## config.mk

```make
export PLATFORM = sky130hd
export DESIGN_NAME = bfam_top
export DESIGN_NICKNAME = d
export VERILOG_FILES = /design/src/common/bfam_pkg.sv /design/src/rtl/bfam_top.sv
export SDC_FILE = /design/constraint.sdc
export NUM_CORES = 1
export LEC_CHECK = 0
export BUFFER_PORTS_ARGS = -buffer_cell sky130_fd_sc_hd__buf_2
export CORE_ASPECT_RATIO = 1.2
export CORE_MARGIN = 3
export CORE_UTILIZATION = 52
export DETAILED_ROUTE_END_ITERATION = 8
export PLACE_DENSITY_LB_ADDON = 0.12
export SYNTH_ARGS = -nofsm -noshare
export SYNTH_HDL_FRONTEND = slang
export SYNTH_SLANG_ARGS = --single-unit
```

## constraint.sdc

```tcl
create_clock -name clk_in -period 3.7 [get_ports clk_in]
set_input_delay 0.74 -clock clk_in [delete_from_list [all_inputs] [get_ports clk_in]]
set_output_delay 0.74 -clock clk_in [all_outputs]
set_load 0.01 [all_outputs]
```

## src/common/bfam_pkg.sv

```systemverilog
// constants for the bridge fault action manager
package bfam_pkg;
  // register byte offsets
  localparam logic [7:0] OFS_CTRL = 8'h00;
  localparam logic [7:0] OFS_MASK = 8'h04;
  localparam logic [7:0] OFS_DIAG = 8'h08;
  localparam logic [7:0] OFS_STAT = 8'h0C;
  localparam logic [7:0] OFS_VCMD = 8'h10;
  localparam logic [7:0] OFS_VRES = 8'h14;
  // control fields
  localparam int CTL_STOP = 0;
  localparam int CTL_WDOG = 1;
  localparam int CTL_W    = 2;
  // mask fields
  localparam int MK_REG_UV = 0;
  localparam int MK_BOOT   = 1;
  localparam int MK_LOG_OV = 2;
  localparam int MK_WDOG   = 3;
  localparam int MK_DSV    = 4;
  localparam int MK_MAIN_U = 5;
  localparam int MK_REG_OV = 6;
  localparam int MK_MAIN_O = 7;
  localparam int MK_GS_UV  = 8;
  localparam int MK_TWARN  = 9;
  localparam int MK_OCUR   = 10;
  localparam int MK_OPEN   = 11;
  localparam int MASK_W    = 12;
  // diagnostic bit positions
  localparam int DG_POR   = 0;
  localparam int DG_OTEMP = 4;
  localparam int DG_DSV   = 16;
  localparam int DG_BOOT  = 20;
  // status fields
  localparam int ST_DIS  = 0;
  localparam int ST_LATA = 1;
  localparam int ST_LATF = 4;
  localparam int ST_GATE = 8;
  // reset values and responses
  localparam logic [CTL_W-1:0]  CTRL_RST = 2'h0;
  localparam logic [MASK_W-1:0] MASK_RST = 12'h000;
  localparam logic [1:0] RESP_OKAY   = 2'h0;
  localparam logic [1:0] RESP_SLVERR = 2'h2;
endpackage

```

## src/rtl/bfam_top.sv

```systemverilog
// fault action manager: gate disable, fault latches, diag bits, axi4-lite regs
// Functional notes
// - power-on reset, regulator or main supply undervoltage forces all gates off, unlatched.
// - enabled watchdog timeout forces all gates off until watchdog is reset.
// - logic overvoltage or overtemperature turns all gates off only when stop_on_fault set.
// - drain-source or bootstrap fault with stop_on_fault latches all gates off.
// - same faults without stop_on_fault latch only that gate, cleared by next switch-on.
// - all remaining faults leave the gate drive outputs enabled.
// - unlatched states exist only during detection; latched ones persist until reset.
// - latched states clear on clear input low, power-on reset or diag read.
// - diag bits clear only on power-on reset or diag read, not clear input.
// - a set mask bit fully disables its diagnostic.
// - power-on reset, serial error and overtemperature cannot be masked.
// - off-line verification runs only when the controller commands it.
`timescale 1ns/100ps
module bfam_top #(
  parameter int VC_W = 8,
  parameter int VR_W = 8
) (
  input  wire logic              clk_in,
  input  wire logic              rst_b_in,
  input  wire logic              ce_in,
  input  wire logic              por_in,
  input  wire logic              reg_uv_in,
  input  wire logic              main_uv_in,
  input  wire logic              wdog_to_in,
  input  wire logic              logic_ov_in,
  input  wire logic              otemp_in,
  input  wire logic [3:0]        ds_fault_in,
  input  wire logic [1:0]        boot_uv_in,
  input  wire logic              ser_err_in,
  input  wire logic              reg_ov_in,
  input  wire logic              main_ov_in,
  input  wire logic              gs_uv_in,
  input  wire logic              temp_warn_in,
  input  wire logic              ocur_in,
  input  wire logic              open_load_in,
  input  wire logic              external_clear_input_b_in,
  input  wire logic [3:0]        gate_cmd_in,
  input  wire logic [VR_W-1:0]   online_res_in,
  output logic      [3:0]        gate_en_out,
  output logic      [VC_W-1:0]   verify_cmd_out,
  input  wire logic              axi_awvalid_in,
  output logic                   axi_awready_out,
  input  wire logic [7:0]        axi_awaddr_in,
  input  wire logic              axi_wvalid_in,
  output logic                   axi_wready_out,
  input  wire logic [31:0]       axi_wdata_in,
  input  wire logic [3:0]        axi_wstrb_in,
  output logic                   axi_bvalid_out,
  input  wire logic              axi_bready_in,
  output logic      [1:0]        axi_bresp_out,
  input  wire logic              axi_arvalid_in,
  output logic                   axi_arready_out,
  input  wire logic [7:0]        axi_araddr_in,
  output logic                   axi_rvalid_out,
  input  wire logic              axi_rready_in,
  output logic      [31:0]       axi_rdata_out,
  output logic      [1:0]        axi_rresp_out
);
  import bfam_pkg::*;

  if (VC_W < 1 || VC_W > 32 || VR_W < 1 || VR_W > 32) begin : g_chk
    $error("bfam_top: VC_W and VR_W must be 1 to 32");
  end

  typedef struct packed {
    logic [CTL_W-1:0]  ctrl_r;
    logic [MASK_W-1:0] mask_r;
    logic [31:0]       diag_r;
    logic              lat_all_r;
    logic [3:0]        lat_fet_r;
    logic [3:0]        cmd_prev_r;
    logic [3:0]        gate_r;
    logic [VC_W-1:0]   vcmd_r;
    logic              aw_have_r;
    logic [7:0]        awaddr_r;
    logic              w_have_r;
    logic [31:0]       wdata_r;
    logic [3:0]        wstrb_r;
    logic              bvalid_r;
    logic [1:0]        bresp_r;
    logic              rvalid_r;
    logic [31:0]       rdata_r;
    logic [1:0]        rresp_r;
  } bfam_state_t;

  logic [1:0]  rst_sync_r;
  logic        rst_q_b;
  bfam_state_t s_r;
  bfam_state_t s_nxt;

  logic        stop_on_fault;
  logic        enable_watchdog_monitor;
  logic        reg_uv_v;
  logic        main_uv_v;
  logic        wdog_v;
  logic        logic_ov_v;
  logic [3:0]  ds_v;
  logic [1:0]  boot_v;
  logic [3:0]  fet_ev;
  logic [31:0] diag_set;
  logic        dis_all;
  logic        clr_lat;
  logic        rd_diag;
  logic        ar_hs;
  logic        wr_go;
  logic [3:0]  cmd_rise;

  // merge write data into a register under byte strobes
  function automatic logic [31:0] strb_merge(input logic [31:0] old_v,
                                             input logic [31:0] new_v,
                                             input logic [3:0]  strb);
    logic [31:0] res;
    res = old_v;
    for (int i = 0; i < 4; i++) begin
      if (strb[i]) begin
        res[8*i +: 8] = new_v[8*i +: 8];
      end
    end
    return res;
  endfunction

  // true when a byte address names a register
  function automatic logic addr_ok(input logic [7:0] a);
    return (a == OFS_CTRL) || (a == OFS_MASK) || (a == OFS_DIAG) ||
           (a == OFS_STAT) || (a == OFS_VCMD) || (a == OFS_VRES);
  endfunction

  // reset release through two flops
  always_ff @(posedge clk_in or negedge rst_b_in) begin
    if (!rst_b_in) begin
      rst_sync_r <= 2'h0;
    end else begin
      rst_sync_r <= {rst_sync_r[0], 1'b1};
    end
  end
  assign rst_q_b = rst_sync_r[1];

  // masked fault events
  assign stop_on_fault           = s_r.ctrl_r[CTL_STOP];
  assign enable_watchdog_monitor = s_r.ctrl_r[CTL_WDOG];
  assign reg_uv_v   = reg_uv_in & ~s_r.mask_r[MK_REG_UV];
  assign main_uv_v  = main_uv_in & ~s_r.mask_r[MK_MAIN_U];
  assign wdog_v     = wdog_to_in & enable_watchdog_monitor & ~s_r.mask_r[MK_WDOG];
  assign logic_ov_v = logic_ov_in & ~s_r.mask_r[MK_LOG_OV];
  assign ds_v       = ds_fault_in & ~{4{s_r.mask_r[MK_DSV]}};
  assign boot_v     = boot_uv_in & ~{2{s_r.mask_r[MK_BOOT]}};
  // bootstrap faults belong to the high-side fets (0 and 2)
  assign fet_ev     = ds_v | {1'b0, boot_v[1], 1'b0, boot_v[0]};

  // sticky diag sources; power-on, serial error, overtemp are never masked
  assign diag_set = {10'h000, boot_v, ds_v, 3'h0,
                     open_load_in & ~s_r.mask_r[MK_OPEN],
                     ocur_in & ~s_r.mask_r[MK_OCUR],
                     temp_warn_in & ~s_r.mask_r[MK_TWARN],
                     gs_uv_in & ~s_r.mask_r[MK_GS_UV],
                     main_ov_in & ~s_r.mask_r[MK_MAIN_O],
                     reg_ov_in & ~s_r.mask_r[MK_REG_OV],
                     ser_err_in, main_uv_v, otemp_in, wdog_v,
                     logic_ov_v, reg_uv_v, por_in};

  // bridge-wide disable terms, all unlatched except lat_all_r
  assign dis_all = por_in | reg_uv_v
                 | wdog_v
                 | (stop_on_fault & (logic_ov_v | otemp_in))
                 | main_uv_v
                 | (stop_on_fault & (|fet_ev)) | s_r.lat_all_r;

  // bus handshakes
  assign ar_hs   = axi_arvalid_in & axi_arready_out;
  assign rd_diag = ar_hs & (axi_araddr_in == OFS_DIAG);
  assign wr_go   = s_r.aw_have_r & s_r.w_have_r & ~s_r.bvalid_r;
  assign clr_lat = ~external_clear_input_b_in | por_in | rd_diag;
  assign cmd_rise = gate_cmd_in & ~s_r.cmd_prev_r;

  // next-state logic
  always_comb begin
    s_nxt = s_r;
    // latched fault states; a new event wins over any clear
    s_nxt.lat_all_r = (s_r.lat_all_r & ~clr_lat) | (stop_on_fault & (|fet_ev));
    s_nxt.lat_fet_r = (s_r.lat_fet_r & ~(clr_lat ? 4'hF : cmd_rise))
                    | ({4{~stop_on_fault}} & fet_ev);
    s_nxt.cmd_prev_r = gate_cmd_in;
    // gate enables follow commands unless disabled
    s_nxt.gate_r = gate_cmd_in & ~{4{dis_all}} & ~s_nxt.lat_fet_r;
    // diag bits: clear only by read or power-on, set wins
    s_nxt.diag_r = ((rd_diag | por_in) ? 32'h0000_0000 : s_r.diag_r) | diag_set;
    // write address and data channels, taken in either order
    if (axi_awvalid_in && axi_awready_out) begin
      s_nxt.aw_have_r = 1'b1;
      s_nxt.awaddr_r  = axi_awaddr_in;
    end
    if (axi_wvalid_in && axi_wready_out) begin
      s_nxt.w_have_r = 1'b1;
      s_nxt.wdata_r  = axi_wdata_in;
      s_nxt.wstrb_r  = axi_wstrb_in;
    end
    if (wr_go) begin
      s_nxt.aw_have_r = 1'b0;
      s_nxt.w_have_r  = 1'b0;
      s_nxt.bvalid_r  = 1'b1;
      s_nxt.bresp_r   = addr_ok(s_r.awaddr_r) ? RESP_OKAY : RESP_SLVERR;
      unique case (s_r.awaddr_r)
        OFS_CTRL: begin
          s_nxt.ctrl_r = CTL_W'(strb_merge(32'(s_r.ctrl_r), s_r.wdata_r, s_r.wstrb_r));
        end
        OFS_MASK: begin
          s_nxt.mask_r = MASK_W'(strb_merge(32'(s_r.mask_r), s_r.wdata_r, s_r.wstrb_r));
        end
        OFS_VCMD: begin
          s_nxt.vcmd_r = VC_W'(strb_merge(32'(s_r.vcmd_r), s_r.wdata_r, s_r.wstrb_r));
        end
        default: begin
        end
      endcase
    end
    if (s_r.bvalid_r && axi_bready_in) begin
      s_nxt.bvalid_r = 1'b0;
    end
    // read channel
    if (s_r.rvalid_r && axi_rready_in) begin
      s_nxt.rvalid_r = 1'b0;
    end
    if (ar_hs) begin
      s_nxt.rvalid_r = 1'b1;
      s_nxt.rresp_r  = addr_ok(axi_araddr_in) ? RESP_OKAY : RESP_SLVERR;
      unique case (axi_araddr_in)
        OFS_CTRL: s_nxt.rdata_r = 32'(s_r.ctrl_r);
        OFS_MASK: s_nxt.rdata_r = 32'(s_r.mask_r);
        OFS_DIAG: s_nxt.rdata_r = s_r.diag_r;
        OFS_STAT: begin
          s_nxt.rdata_r = 32'h0000_0000;
          s_nxt.rdata_r[ST_DIS]       = dis_all;
          s_nxt.rdata_r[ST_LATA]      = s_r.lat_all_r;
          s_nxt.rdata_r[ST_LATF +: 4] = s_r.lat_fet_r;
          s_nxt.rdata_r[ST_GATE +: 4] = s_r.gate_r;
        end
        OFS_VCMD: s_nxt.rdata_r = 32'(s_r.vcmd_r);
        OFS_VRES: s_nxt.rdata_r = 32'(online_res_in);
        default:  s_nxt.rdata_r = 32'h0000_0000;
      endcase
    end
  end

  // state register, frozen while ce_in is low
  always_ff @(posedge clk_in or negedge rst_q_b) begin
    if (!rst_q_b) begin
      s_r <= '{ctrl_r: CTRL_RST, mask_r: MASK_RST, default: '0};
    end else if (ce_in) begin
      s_r <= s_nxt;
    end
  end

  // outputs
  assign gate_en_out     = s_r.gate_r;
  assign verify_cmd_out  = s_r.vcmd_r;
  assign axi_awready_out = ~s_r.aw_have_r & ~s_r.bvalid_r;
  assign axi_wready_out  = ~s_r.w_have_r & ~s_r.bvalid_r;
  assign axi_bvalid_out  = s_r.bvalid_r;
  assign axi_bresp_out   = s_r.bresp_r;
  assign axi_arready_out = ~s_r.rvalid_r;
  assign axi_rvalid_out  = s_r.rvalid_r;
  assign axi_rdata_out   = s_r.rdata_r;
  assign axi_rresp_out   = s_r.rresp_r;
endmodule

```

==> impl_metrics.toml <==
[placement]
dp.cells = 610
place.gp.congestion = 0.883
place_area_sq_um = 5350
io_buffer_count = 107
dp_hpwl_mm = 8.55
pre_cts_ws_ns = 1.10

[job]
maxCapViolations = 0

[worst_setup_path]
cp_max_fo = 19
end_kind = "register"
path_class = "in -> reg"
cp_data_required_time_ns = 3.97
crit_family = "simple AND/OR/NAND/NOR gates"
cp.buffers_inverters = 1
cp_cell_sequence = "buf_2 > or4b_1 > nor3_4 > o21ai_2 > a22o_1"
crit_path_top_delay_cell = "or4b_1"
arrival_ns = 2.46
start_kind = "primary input"
cpPeakStageDelay_ns = 0.67

[global_routing]
grt_max_degree = 83
antenna_found_initial = 0
grt_first_pass_wirelength_mm = 17.9
grt_pass1_vias = 3422
grt_usage_pct = 21.8
grt_overflow = 0

[clock_network]
post_cts_resize_count = 0
clkTransAtPathRegs_ns = 0.10
hold_buffers = 0
post_cts_buffers = 0
ctsHtreeMaxLevel = 3
worst_skew_pair.late_latency_ns = 0.37
clock_path_buffers = 2
cts_root_buf = "clkbuf_8"
cts.sinks = 103
tritoncts = "done"
cts_inserted_buffers = 9

[final_layout]
instances_no_fill = 626
post-route-util_pct = 60.0
syn_to_final_growth_pct = 10.5
finalNetCount = 593
n_antenna_cell = 0
drive_gt1_share_pct = 37.5
fin_area_sq_um = 5540

[floorplan]
die_y_um = 114
num_rows = 38
dieArea_sq_um = 10900
start_util_pct = 54.4
die_w_um = 95.6
ios = 145
core_area_sq_um = 9220

[sta]
hold_slack_ns = 0.128
fin_setup_tns_ns = 0
layout_setup_ws_ns = 1.51
min_period_ns = 2.19
drv_slew = 0
skew_ns = 0.00829
slew_headroom_pct = 31.8
post-route-period-util_pct = 59.2
grt_setup_unrepaired = "false"
hold_violations = 0
timing.fmax_mhz = 456
worst_pin_slew_ns = 1.02
setup_viol = 0

[power]
ir_drop_mv = 0.327
powerDensity_nw_per_um2 = 491
p_leak_nw = 2.73
finalPower_mw = 2.72

[route]
routed_wl_mm = 11.1
top_layer_used = "met4"
wl_met3_um = 600
drt-met1-wl_mm = 4.93
drc = 0
dr.pass1.iters = 8
drtAntennaViolNets = 0
dr_wl_met2_mm = 5.33
viasPerCell = 5.58
post_drt_wl_per_cell_um = 17.8
drtIter0Drc = 186
route.vias.total = 3491

[synth]
synth_edf_count = 0
syn_area_sq_um = 5010
async_reset_ff_share_pct = 100
yosysSeqAreaShare_pct = 51.4
ys_types = 56
syn_inst = 427
yosys.area.top_type = "dfrtp_1"
avgSynthCellArea_sq_um = 11.7
synth_top_cell_area_share_pct = 51.4
ys_top_cells_by_area = "dfrtp_1 (51%), mux2_2 (11%), buf_4 (7.5%)"
synthFlopType = "dfrtp_1"
yosys_warnings = 0
ys_ff_latch = 103

[status]
status = "completed"

[worst_hold_path]
holdCritPathClass = "in -> async"
==> cell type report <==
type	instances	area, sq um
Tap cell	120	150
Clock buffer	11	131
Fill cell	803	3690
Timing Repair Buffer	113	581
Inverter	12	45.0
Clock inverter	5	58.8
Sequential cell	103	2580
Multi-Input combinational cell	262	1990
==> worst reg2reg max path, stage by stage, from the launching register on <==
cell	delay [ns]
dfrtp_1	0.48
nand4b_1	0.33
nor3_1	0.46
nand4_2	0.34
mux2_2	0.37
==> cell families (layout without fill, tap and decap cells) <==
| group | after synthesis | in the layout | share of synthesized area [%] |
|---|---|---|---|
| compound gates | 91 | 91 | 14.2 |
| buf+inv | 76 | 141 | 9.93 |
| flops | 103 | 103 | 51.4 |
| mux | 64 | 64 | 14.1 |
| other cells | 2 | 16 | 0.150 |
| simple gates | 91 | 91 | 10.2 |
==> flip-flops by register name (all words and copies together), names as in the netlist <==
register / count
axi_bresp_out: 1
axi_bvalid_out: 1
axi_rdata_out: 19
axi_rresp_out: 1
axi_rvalid_out: 1
enable_watchdog_monitor: 1
gate_en_out: 4
rst_sync_r: 2
s_r: 65
verify_cmd_out: 8
==> routing by layer <==
| layer | track usage (%) | vias to the layer above |
|---|---|---|
| met4 | 8.54 | 0 |
| met2 | 34.0 | 112 |
| li1 | - | 1641 |
| met3 | 3.36 | 21 |
| met5 | 0 | - |
| met1 | 30.6 | 1717 |
==> synth_stat cells (all sizes together), types with 2 or more instances <==
master	instances
a21o	7
and3	2
o31ai	3
o21ai	13
conb	2
or3	4
and3b	2
clkbuf	8
or2	2
nor4b	2
nand2b	8
nand4	2
nand2	26
nor2b	3
a22oi	4
buf	56
nor2	18
o2bb2ai	7
nor4	2
mux2	51
a31oi	3
nand3	2
and2	3
a32o	7
a221o	3
o22ai	2
mux2i	13
nor3	10
inv	11
a221oi	2
a22o	18
a21oi	9
o32ai	6
a211oi	2
dfrtp	103
==> power by group <==
part	internal, mW	leakage (nW)	total [mW]	switching (mW)
combinational	0.278	1.35	0.498	0.220
clock	0.315	0.0899	0.706	0.391
sequential	1.33	1.30	1.51	0.185
==> path summary, 6_finish.rpt <==
path	endpoint	from	depth (start not counted)	slack [ns]
max	s_r[108]	axi_araddr_in[2]	5	1.51
min	rst_sync_r[1]	rst_b_in	1	0.13
max reg2reg	s_r[141]	axi_bvalid_out	4	1.62
min reg2reg	rst_sync_r[1]	rst_sync_r[0]	0	0.36
max in group asynchronous	s_r[76]	rst_sync_r[1]	1	2.41
min in group clk_in	rst_sync_r[1]	rst_sync_r[0]	0	0.36
==> layout by cell type (no fill, tap or decap), drive strengths merged, types with 3 or more instances in the layout <==
cell and instances:
mux2i 13, a31oi 3, dfrtp 103, a22oi 4, a32o 7, a22o 18, a221o 3, o21ai 13
o32ai 6, nand2b 8, nor2b 3, nor3 10, buf 113, and2 3, a21oi 9, o2bb2ai 7
o31ai 3, mux2 51, or3 4, conb 16, nor2 18, inv 12, nand2 26, a21o 7
clkbuf 11
Power figures use the tool's default switching activity.
